### src/common/bis_pkg.sv
// Shared constants and types for the branch, increment, OR and shift executer.
`default_nettype none
package bis_pkg;

    localparam int DATA_W  = 8;
    localparam int PC_W    = 15;
    localparam int IMM_W   = 11;
    localparam int FADDR_W = 7;
    localparam int UJL_W   = 7;
    localparam int BUS_AW  = 8;
    localparam int BUS_DW  = 32;

    localparam logic [BUS_AW-1:0] ADDR_ACC    = 8'h00;
    localparam logic [BUS_AW-1:0] ADDR_UJL    = 8'h04;
    localparam logic [BUS_AW-1:0] ADDR_STATUS = 8'h08;
    localparam logic [BUS_AW-1:0] ADDR_PC     = 8'h0C;

    localparam int STAT_NULL_BIT  = 0;
    localparam int STAT_SHIFT_BIT = 1;
    localparam int PC_LOW_HI      = 10;
    localparam int UJL_FIELD_HI   = 6;
    localparam int UJL_FIELD_LO   = 3;
    localparam int OPND_MSB       = 7;

    localparam logic [DATA_W-1:0] ACC_RST   = 8'h00;
    localparam logic [UJL_W-1:0]  UJL_RST   = 7'h00;
    localparam logic [PC_W-1:0]   PC_RST    = 15'h0000;
    localparam logic [PC_W-1:0]   PC_STEP   = 15'h0001;
    localparam logic [DATA_W-1:0] DATA_ONE  = 8'h01;
    localparam logic [DATA_W-1:0] DATA_ZERO = 8'h00;
    localparam logic [DATA_W-1:0] DATA_FULL = 8'hFF;

    localparam logic TGT_ACC  = 1'b0;
    localparam logic TGT_FILE = 1'b1;

    typedef enum logic [2:0] {
        OP_NOP,
        OP_FAR_JUMP,
        OP_INCR_SKIP,
        OP_INCR_FILE,
        OP_OR_LITERAL,
        OP_OR_FILE,
        OP_SHIFT_LEFT
    } bis_op_t;

    typedef struct packed {
        bis_op_t              op;
        logic                 target_pick;
        logic [FADDR_W-1:0]   reg_addr;
        logic [IMM_W-1:0]     imm;
    } bis_instr_t;

    typedef struct packed {
        logic upd_null;
        logic upd_shift;
        logic is_jump;
        logic may_skip;
        logic to_file;
        logic writes_result;
    } bis_ctrl_t;

    typedef struct packed {
        logic [DATA_W-1:0] value;
        logic              is_null;
        logic              shift_out;
    } bis_alu_t;

    typedef struct packed {
        logic               wr_en;
        logic [FADDR_W-1:0] addr;
        logic [DATA_W-1:0]  data;
    } bis_file_wr_t;

    typedef enum logic [1:0] {
        ST_RUN,
        ST_JUMP_FLUSH,
        ST_SKIP
    } bis_state_t;

endpackage
`default_nettype wire

### src/rtl/bis_decode.sv
// Instruction decoder that turns an instruction word into control flags.
`timescale 1ns/1ps
`default_nettype none
module bis_decode (
    input  wire bis_pkg::bis_instr_t instr,
    output bis_pkg::bis_ctrl_t       ctrl
);
    import bis_pkg::*;

    always_comb begin
        ctrl = '0;
        unique case (instr.op)
            OP_FAR_JUMP: begin
                ctrl.is_jump = 1'b1;
            end
            OP_INCR_SKIP: begin
                ctrl.may_skip      = 1'b1;
                ctrl.writes_result = 1'b1;
                ctrl.to_file       = instr.target_pick;
            end
            OP_INCR_FILE, OP_OR_FILE: begin
                ctrl.upd_null      = 1'b1;
                ctrl.writes_result = 1'b1;
                ctrl.to_file       = instr.target_pick;
            end
            OP_OR_LITERAL: begin
                ctrl.upd_null      = 1'b1;
                ctrl.writes_result = 1'b1;
                ctrl.to_file       = TGT_ACC;
            end
            OP_SHIFT_LEFT: begin
                ctrl.upd_null      = 1'b1;
                ctrl.upd_shift     = 1'b1;
                ctrl.writes_result = 1'b1;
                ctrl.to_file       = instr.target_pick;
            end
            OP_NOP: begin
                ctrl = '0;
            end
            default: begin
                ctrl = '0;
            end
        endcase
    end

endmodule
`default_nettype wire

### src/rtl/bis_alu.sv
// Result datapath for increment, OR and left shift.
`timescale 1ns/1ps
`default_nettype none
module bis_alu (
    input  wire bis_pkg::bis_op_t      op,
    input  wire logic [7:0]            acc,
    input  wire logic [7:0]            operand,
    input  wire logic [7:0]            literal,
    output bis_pkg::bis_alu_t          res
);
    import bis_pkg::*;

    always_comb begin
        res = '0;
        unique case (op)
            OP_INCR_SKIP, OP_INCR_FILE: begin
                res.value = DATA_W'(operand + DATA_ONE);
            end
            OP_OR_LITERAL: begin
                res.value = acc | literal;
            end
            OP_OR_FILE: begin
                res.value = acc | operand;
            end
            OP_SHIFT_LEFT: begin
                res.value     = {operand[OPND_MSB-1:0], 1'b0};
                res.shift_out = operand[OPND_MSB];
            end
            default: begin
                res.value = DATA_ZERO;
            end
        endcase
        res.is_null = (res.value == DATA_ZERO);
    end

endmodule
`default_nettype wire

### src/rtl/bis_exec.sv
// Executer for the far jump, increments, OR operations and left shift.
//
// Chosen here: the address-and-strobe port and the register addresses.
`timescale 1ns/1ps
`default_nettype none
module bis_exec (
    input  wire logic                         sys_clk,
    input  wire logic                         rst_n,
    input  wire logic                         instr_valid,
    input  wire bis_pkg::bis_instr_t          instr,
    input  wire logic [bis_pkg::DATA_W-1:0]   file_operand,
    output logic                              instr_ready,
    output bis_pkg::bis_file_wr_t             file_wr,
    output logic [bis_pkg::PC_W-1:0]          pc_value,
    output logic [bis_pkg::DATA_W-1:0]        acc_value,
    output logic                              result_null_flag,
    output logic                              shift_out_bit,
    input  wire logic [bis_pkg::BUS_AW-1:0]   bus_addr,
    input  wire logic [bis_pkg::BUS_DW-1:0]   bus_wdata,
    input  wire logic                         bus_wr,
    input  wire logic                         bus_rd,
    output logic [bis_pkg::BUS_DW-1:0]        bus_rdata
);
    import bis_pkg::*;

    typedef struct packed {
        bis_state_t          state;
        logic [PC_W-1:0]     pc;
        logic [DATA_W-1:0]   acc;
        logic [UJL_W-1:0]    upper_jump_latch;
        logic                null_flag;
        logic                shift_flag;
        logic                ready;
        bis_file_wr_t        file_wr;
        logic [BUS_DW-1:0]   rdata;
    } bis_exec_state_t;

    localparam bis_exec_state_t ST_RESET = '{
        state:            ST_RUN,
        pc:               PC_RST,
        acc:              ACC_RST,
        upper_jump_latch: UJL_RST,
        null_flag:        1'b0,
        shift_flag:       1'b0,
        ready:            1'b1,
        file_wr:          '0,
        rdata:            '0
    };

    bis_exec_state_t st_r;
    bis_exec_state_t st_nxt;
    bis_ctrl_t       ctrl;
    bis_alu_t        alu;
    logic            take;

    bis_decode u_decode (
        .instr (instr),
        .ctrl  (ctrl)
    );

    bis_alu u_alu (
        .op      (instr.op),
        .acc     (st_r.acc),
        .operand (file_operand),
        .literal (instr.imm[DATA_W-1:0]),
        .res     (alu)
    );

    assign take = instr_valid && st_r.ready;

    always_comb begin
        st_nxt               = st_r;
        st_nxt.file_wr.wr_en = 1'b0;
        st_nxt.rdata         = '0;

        // Software access; execution below takes precedence on the accumulator.
        if (bus_wr) begin
            if (bus_addr == ADDR_ACC) begin
                st_nxt.acc = bus_wdata[DATA_W-1:0];
            end else if (bus_addr == ADDR_UJL) begin
                st_nxt.upper_jump_latch = bus_wdata[UJL_W-1:0];
            end
        end
        if (bus_rd) begin
            unique case (bus_addr)
                ADDR_ACC:    st_nxt.rdata[DATA_W-1:0] = st_r.acc;
                ADDR_UJL:    st_nxt.rdata[UJL_W-1:0]  = st_r.upper_jump_latch;
                ADDR_STATUS: begin
                    st_nxt.rdata[STAT_NULL_BIT]  = st_r.null_flag;
                    st_nxt.rdata[STAT_SHIFT_BIT] = st_r.shift_flag;
                end
                ADDR_PC:     st_nxt.rdata[PC_W-1:0]   = st_r.pc;
                default:     st_nxt.rdata             = '0;
            endcase
        end

        unique case (st_r.state)
            ST_JUMP_FLUSH: begin
                // Second cycle of the far jump: ready is held low, so no word is taken and the waiting word stays with the memory.
                st_nxt.state = ST_RUN;
                st_nxt.ready = 1'b1;
            end
            ST_SKIP: begin
                // The instruction after a zero increment-skip result runs as a NOP.
                if (take) begin
                    st_nxt.state = ST_RUN;
                    st_nxt.pc    = PC_W'(st_r.pc + PC_STEP);
                end
            end
            ST_RUN: begin
                if (take) begin
                    st_nxt.pc = PC_W'(st_r.pc + PC_STEP);
                    if (ctrl.is_jump) begin
                        st_nxt.pc[PC_LOW_HI:0] = instr.imm;
                        st_nxt.pc[PC_W-1:PC_LOW_HI+1] =
                            st_r.upper_jump_latch[UJL_FIELD_HI:UJL_FIELD_LO];
                        st_nxt.state = ST_JUMP_FLUSH;
                        st_nxt.ready = 1'b0;
                    end else if (ctrl.writes_result) begin
                        if (ctrl.to_file == TGT_FILE) begin
                            st_nxt.file_wr.wr_en = 1'b1;
                            st_nxt.file_wr.addr  = instr.reg_addr;
                            st_nxt.file_wr.data  = alu.value;
                        end else begin
                            st_nxt.acc = alu.value;
                        end
                        if (ctrl.upd_null) begin
                            st_nxt.null_flag = alu.is_null;
                        end
                        if (ctrl.upd_shift) begin
                            st_nxt.shift_flag = alu.shift_out;
                        end
                        if (ctrl.may_skip && alu.is_null) begin
                            st_nxt.state = ST_SKIP;
                        end
                    end
                end
            end
            default: begin
                st_nxt.state = ST_RUN;
                st_nxt.ready = 1'b1;
            end
        endcase
    end

    always_ff @(posedge sys_clk) begin
        if (!rst_n) begin
            st_r <= ST_RESET;
        end else begin
            st_r <= st_nxt;
        end
    end

    assign instr_ready      = st_r.ready;
    assign file_wr          = st_r.file_wr;
    assign pc_value         = st_r.pc;
    assign acc_value        = st_r.acc;
    assign result_null_flag = st_r.null_flag;
    assign shift_out_bit    = st_r.shift_flag;
    assign bus_rdata        = st_r.rdata;

    logic take_jump;
    logic take_exec;
    assign take_jump = take && st_r.state == ST_RUN && instr.op == OP_FAR_JUMP;
    assign take_exec = take && st_r.state == ST_RUN && ctrl.writes_result;
endmodule
`default_nettype wire

### config.mk
export PLATFORM = sky130hd
export DESIGN_NAME = bis_exec
export DESIGN_NICKNAME = d
export VERILOG_FILES = /design/src/common/bis_pkg.sv /design/src/rtl/bis_decode.sv /design/src/rtl/bis_alu.sv /design/src/rtl/bis_exec.sv
export SDC_FILE = /design/constraint.sdc
export NUM_CORES = 1
export LEC_CHECK = 0
export BUFFER_PORTS_ARGS = -buffer_cell sky130_fd_sc_hd__buf_4
export CELL_PAD_IN_SITES_DETAIL_PLACEMENT = 0
export CELL_PAD_IN_SITES_GLOBAL_PLACEMENT = 1
export CORE_ASPECT_RATIO = 2
export CORE_UTILIZATION = 39
export CTS_BUF_LIST = sky130_fd_sc_hd__clkbuf_8 sky130_fd_sc_hd__clkbuf_16
export CTS_CLUSTER_DIAMETER = 60
export DETAILED_ROUTE_END_ITERATION = 10
export PLACE_DENSITY_LB_ADDON = 0.12
export RECOVER_POWER = 50
export SLEW_MARGIN = 5
export SYNTH_ARGS = -nofsm -noshare
export SYNTH_HDL_FRONTEND = slang
export SYNTH_HIERARCHICAL = 1
export SYNTH_SLANG_ARGS = --single-unit
### constraint.sdc
create_clock -name sys_clk -period 3.3 [get_ports sys_clk]
set_clock_uncertainty 0.1 [all_clocks]
set_input_delay 0.33 -clock sys_clk [delete_from_list [all_inputs] [get_ports sys_clk]]
set_output_delay 0.33 -clock sys_clk [all_outputs]
set_load 0.03 [all_outputs]
==> results of run 1 <==
## routing by layer
metal  share of wire [%]  vias to the layer above
met5                   0                        -
met4                 3.0                        0
met3                 4.6                       26
met2                  57                      132
met1                  35                     1569
li1                    -                     1605
## per-stage QoR
stage | util, % | power [W] | area (sq um) | worst slack, ns
final | 45.8 | 0.00216 | 4450 | 1.11
after global routing | 45.8 | 0.00222 | 4450 | 0.998
after CTS | 48.0 | 0.00218 | 4650 | 1.10
after detailed placement | 44.7 | 0.00114 | 4330 | 0.824
after global placement | 44.7 | 0.00114 | 4330 | 0.838
after floorplan | - | 0.00105 | 3960 | 1.21
## power by group through the flow
| stage | clock network [W] | logic (W) | registers [W] |
|---|---|---|---|
| after CTS | 0.00105 | 0.000294 | 0.000832 |
| final | 0.00104 | 0.000284 | 0.000832 |
| after global placement | 0 | 0.000292 | 0.000849 |
| after detailed placement | 0 | 0.000293 | 0.000850 |
| after floorplan | 0 | 0.000209 | 0.000839 |
| after global routing | 0.00109 | 0.000304 | 0.000833 |
## final cells by class
class | instances | area, sq um
well taps | 132 | 165
flip-flops and latches | 66 | 1320
multi-input cells | 297 | 2000
inverters | 6 | 25.0
repair buffers | 109 | 619
clock inverters | 5 | 80.1
fillers | 1058 | 5250
clock buffers | 10 | 239
## worst max path at each step
stage / startpoint / to / slack, ns / cells after the start
6_report: acc_value[6]$_SDFF_PN0_ / st_r[82]$_SDFFE_PN0P_ / 1.11 / 7
5_1_grt: acc_value[6]$_SDFF_PN0_ / st_r[82]$_SDFFE_PN0P_ / 1.0 / 7
4_1_cts: acc_value[6]$_SDFF_PN0_ / st_r[82]$_SDFFE_PN0P_ / 1.10 / 7
3_5_place_dp: instr[19] / pc_value[6]$_SDFFE_PN0P_ / 0.82 / 7
3_3_place_gp: instr[19] / pc_value[6]$_SDFFE_PN0P_ / 0.84 / 7
2_1_floorplan: instr[20] / st_r[82]$_SDFFE_PN0P_ / 1.21 / 9
## cells in the final DEF, fill, tap and decap left out, types with 3 or more instances in the layout
master     instances
nand3_1           11
o22ai_1            6
o21ai_0            8
o221ai_1           3
nor2b_1           10
a211oi_1           5
a21oi_1           14
mux2i_1           34
mux2_2             7
inv_1              6
nor3_1             4
o2bb2ai_1          8
a32oi_1            4
a22oi_1           11
nor2_1            41
conb_1            17
dfxtp_1           66
and3_1             4
nand4_1           11
xnor2_1            5
nand2_1           25
or2_2              3
and3b_1            4
clkbuf_16          9
and2_1             9
o211ai_1           3
clkbuf_1          53
buf_4             55
and4_1             5
and2b_1            3
and4b_1            4
## state kept, by name, indices dropped and copies added (netlist names)
signal            count
file_wr              16
bus_rdata            15
pc_value             15
st_r                  9
acc_value             8
instr_ready           1
result_null_flag      1
shift_out_bit         1
## logic make-up (layout without fill, tap and decap cells)
kind of cell               Yosys count  after routing
and+or+nand+nor                    153            153
DFF                                 66             66
other                                1             17
AOI/OAI and AO/OA                   76             76
adders and majority gates            2              2
xor gates and xnor gates             5              5
buffers and inverters               94            130
muxes                               44             44
## worst min-delay path, stage by stage
cell     delay [ns]
buf_4          0.08
nand2_1        0.04
nand3_1        0.07
==> reports/results.ini, run 1 <==
[run]
cap_violations=0

[timing]
hold_violations=0
fmax_ghz=0.456
fin_crit_sh_pct=66.4
grt_setup_unrepaired=false
holdWs_ns=0.0975
setup_violations=0
setup_tns_ns=0
max_slew_margin_pct=44.9
finalCriticalPeriod_ns=2.19
slew_viol_final=0
worstMarginPinSlew_ns=0.826

[global_routing]
top_usage_layer=met2
grt_overflow=0
track_usage_pct=22.6
antenna_found_initial=0
grtUsageMet3_pct=4.77
grt_pass1_vias=3063
grt_max_degree=36
grt_pass1_wl_microns=17100
grtUsageMet1_pct=22.2
met2_usage_pct=43.4

[synth]
synth-seq-cells=66
syn_area_sq_um=3900
async_flop_share_pct=0
synth_area_leaders=dfxtp_1 (34%), buf_4 (14%), mux2i_1 (8.7%)
netlist.area_leader.share_pct=33.9
synth_xor_area_share_pct=1.12
syn_inst=441
synth_simple_gate_area_share_pct=21.8
ys_seq_area_share_pct=33.9
synth_adder_area_share_pct=0.642
yosysMostFrequentCell=buf_4
synth_compound_area_share_pct=13.9
synth_top_family_by_area=simple AND/OR/NAND/NOR gates
synth.avg_cell_area_sq_um=8.84
yosysTopAreaCell=dfxtp_1
synth_edf_count=0
ys.flop_type=dfxtp_1
synthMuxAreaShare_pct=12.3
yosysWarnings=6
synth.distinct_cells=61
synth_top_cells_by_count=buf_4 (72), dfxtp_1 (66), nor2_1 (41)

[critical_path]
r2r-start=acc_value[6]$_SDFF_PN0_
ff2ff_setup_slack_ns=1.11
cp_top_family=simple AND/OR/NAND/NOR gates
required_ns=3.46
crit_arrival_ns=2.35
crit_path_start_kind=flip-flop
cp_slowest_stage_delay_ns=0.45
rr_endpoint=st_r[82]$_SDFFE_PN0P_
cp_num_buf_inv=0
crit_fanout=4
cp_common_cell=and4b_1
crit_path_top_delay_cell=a221o_1
cp-end-kind=flip-flop
ff2ff_path_depth=7
path_class=flip-flop to flip-flop
crit_chain=a211o_1, a221o_1, and4b_1, and4bb_1, and4b_1, a21oi_1, nor3_1

[pwr]
combPwrFrac_pct=13.1
switching_power_w=0.000567
p_clk_share_pct=48.3
p_seq_share_pct=38.5
switching_share_pct=26.3
powerDensity_nw_per_um2=485
leakage_nw=1.92
vdd_drop_max_uv=276
intPower_w=0.00159

[min_path]
hold_class=input port to flip-flop
hold_depth=3
hp-start=instr[9]
worst_hold_path.endpoint=pc_value[9]$_SDFFE_PN0P_

[clock_tree]
cts_tree=built
cts_max_path_buffers=2
numCtsBuffers=9
clk-insertion-delay-late_ns=0.34
clockRootBuffer=clkbuf_16
htree_levels=3
hold_buffers=0
cts_sinks=66
clk_pin_slew_ns=0.06
post_cts.repair.setup_buffers=0
cts_resized=0

[route]
firstDrtPassIters=4
ant_nets=0
drt_iter0_markers=166
vias=3332
routed_wirelength_microns=11700
wire_per_inst_microns=18.7
via_per_inst=5.33
drc=0

[finish]
nets=566
stdcell_count=625
diodes=0
drive_above_1_share_pct=18.1
syn2layout_area_growth_pct=14.1

[place]
post-place-cells=610
gp_congestion=0.900
hpwl_microns=8970
port_buffers=107

[floorplanning]
ios=149
core_sq_um=9700
die_w_microns=72.7
initial_utilization_pct=40.2
num_rows=51
die_area_sq_um=10400
die_h_microns=143

[status]
outcome=finished, final reports clean

(Power assumes the default switching activity.)
==> run 2, diff against run 1 <==
ABC_AREA = 1   (was unset)
CORE_UTILIZATION = 35   (was 39)
clock period = 2.1 ns   (was 3.3 ns; I/O delays follow)
==> reports/results.ini, run 2 <==
[pwr]
finalPower_w=0.00374
powerDensity_nw_per_um2=735
leakage_nw=2.43
vdd_drop_max_uv=390

[synth]
syn_area_sq_um=4360
yosysTopAreaCell=dfxtp_1
synth_edf_count=0
synth_area_leaders=dfxtp_1 (30%), buf_4 (12%), nand2_1 (12%)
yosysMostFrequentCell=nand2_1
synth.distinct_cells=42
syn_inst=651
netlist.area_leader.share_pct=30.3
async_flop_share_pct=0
synth.avg_cell_area_sq_um=6.70
ys_seq_area_share_pct=30.3
ys.flop_type=dfxtp_1
yosysWarnings=6
synth-seq-cells=66
synth_top_cells_by_count=nand2_1 (136), nor2_1 (82), buf_4 (72)

[min_path]
worst_hold_path.endpoint=file_wr[8]$_SDFFE_PN0P_
hold_class=input port to flip-flop
hp-start=instr[11]
hold_depth=3

[critical_path]
cp-end-kind=flip-flop
crit_fanout=2
ff2ff_setup_slack_ns=0.07
crit_path_start_kind=flip-flop
required_ns=2.25
ff2ff_path_depth=12
r2r-start=acc_value[7]$_SDFF_PN0_
crit_arrival_ns=2.18
path_class=flip-flop to flip-flop
rr_endpoint=st_r[82]$_SDFFE_PN0P_

[finish]
drive_above_1_share_pct=19.8
multi_input_area_sq_um=2160
layout_commonest_cell=nand2_1
stdcell_area_sq_um=5090
diodes=0
largest_reg_flops=16
fill_cells=1361
nets=799
stdcell_count=874
seq_area_sq_um=1320
syn2layout_area_growth_pct=16.6
final_cell_mix=nand2_1 (137), buf_4 (85), nor2_1 (84)

[timing]
worstMarginPinSlew_ns=0.845
setup_tns_ns=0
holdWs_ns=0.00545
setup_violations=0
hold_violations=0
max_slew_margin_pct=43.2
grt_setup_unrepaired=false
fmax_ghz=0.493
finalCriticalPeriod_ns=2.03
fin_crit_sh_pct=96.5
slew_viol_final=0

[place]
place_area_sq_um=4920
port_buffers=107
post-place-cells=853
hpwl_microns=10800
gp_congestion=0.880

[clock_tree]
numCtsBuffers=9
cts_max_path_buffers=2
cts_sinks=66
clk-insertion-delay-late_ns=0.33
cts_tree=built
clk_pin_slew_ns=0.06
post_cts.repair.setup_buffers=0
clockRootBuffer=clkbuf_16
htree_levels=3

[floorplanning]
num_rows=57
die_area_sq_um=12900
die_w_microns=80.9
core_sq_um=12100
initial_utilization_pct=36.0
ios=149
die_h_microns=160

[route]
routed_wirelength_microns=13400
drc=0
firstDrtPassIters=5
ant_nets=0
via_per_inst=4.84
drt_iter0_markers=193
wire_per_inst_microns=15.4
vias=4227

[status]
outcome=finished, final reports clean

[global_routing]
grt_max_degree=23
track_usage_pct=21.8
antenna_found_initial=0
grt_pass1_wl_microns=21200
grt_overflow=0
grt_pass1_vias=4108

[run]
cap_violations=0

-- run 2: cell types whose count changed after synthesis, moves of 7 or more --
cell	delta
a21oi_1	+20
a22oi_1	-11
and2_1	-9
inv_1	+52
inv_2	+7
mux2_2	-7
mux2i_1	-34
nand2_1	+111
nand3_1	+48
nor2_1	+41
nor2b_1	-9
o21ai_0	+36
o2bb2ai_1	-8
-- run 2: cell families (layout without fill, tap and decap cells) --
| logic type | after synthesis | after routing | synth area share [%] |
|---|---|---|---|
| buffers and inverters | 154 | 214 | 20.5 |
| other | 1 | 17 | 0.0860 |
| flip-flops | 66 | 66 | 30.3 |
| AO/OA/AOI/OAI | 88 | 88 | 10.8 |
| XOR/XNOR | 1 | 1 | 0.201 |
| AND/OR/NAND/NOR | 339 | 339 | 37.6 |
| adder cells (fa/ha/maj) | 2 | 2 | 0.574 |
-- run 2: worst max path at each step --
stage / startpoint / depth (start not counted) / to
3_5_place_dp: instr[19] / 14 / st_r[82]$_SDFFE_PN0P_
6_report: acc_value[7]$_SDFF_PN0_ / 12 / st_r[82]$_SDFFE_PN0P_
3_3_place_gp: instr[19] / 14 / st_r[82]$_SDFFE_PN0P_
4_1_cts: acc_value[7]$_SDFF_PN0_ / 12 / st_r[82]$_SDFFE_PN0P_
2_1_floorplan: file_operand[0] / 12 / st_r[82]$_SDFFE_PN0P_
5_1_grt: acc_value[7]$_SDFF_PN0_ / 12 / st_r[82]$_SDFFE_PN0P_
-- run 2: timing repair --
action / 4_1_cts / 5_1_grt
hold endpoints to repair: 5 / 0
setup endpoints to repair: 1 / 0
hold buffers: 5 / 0
resized for setup: 1 / 0
-- run 2: power breakdown --
| part | leakage (nW) | total [W] | internal [W] | switching [W] |
|---|---|---|---|---|
| Sequential | 0.537 | 0.00136 | 0.00130 | 0.0000584 |
| Combinational | 1.74 | 0.000736 | 0.000260 | 0.000476 |
| Clock | 0.157 | 0.00164 | 0.00104 | 0.000601 |
-- run 2: through the flow --
step | setup slack, ns | util, %
5_1_grt | 0.0276 | 42.0
4_1_cts | 0.0639 | 43.7
3_3_place_gp | 0.0281 | 40.6
6_report | 0.0732 | 42.0
2_1_floorplan | 0.446 | -
3_5_place_dp | -0.0577 | 40.6
-- run 2: layer usage --
metal  global-route usage [%]  share of wire, %  vias to the layer above
li1                         -                 -                     2146
met1                     22.2                35                     1891
met2                     39.8                55                      153
met3                     4.06               4.9                       37
met4                     12.2               4.9                        0
met5                        0                 0                        -
-- run 2: final cells by class --
type,count,area share [%]
Timing Repair Buffer,132,16.7
Clock buffer,9,4.43
Tap cell,147,3.62
Sequential cell,66,26.0
Clock inverter,7,1.85
Inverter,66,5.02
Multi-Input combinational cell,447,42.4
-- run 2: critical path: stages (launching register included) --
cell and delay, ns:
dfxtp_1 0.34, a21oi_2 0.19, nand2_1 0.07, nand2_1 0.05, nand2_1 0.06, nor2_2 0.23, nand3_1 0.13, nor2_2 0.18
nand3_1 0.09, nand3_1 0.08, o21ai_0 0.11, nor2b_1 0.15, nor3_1 0.16
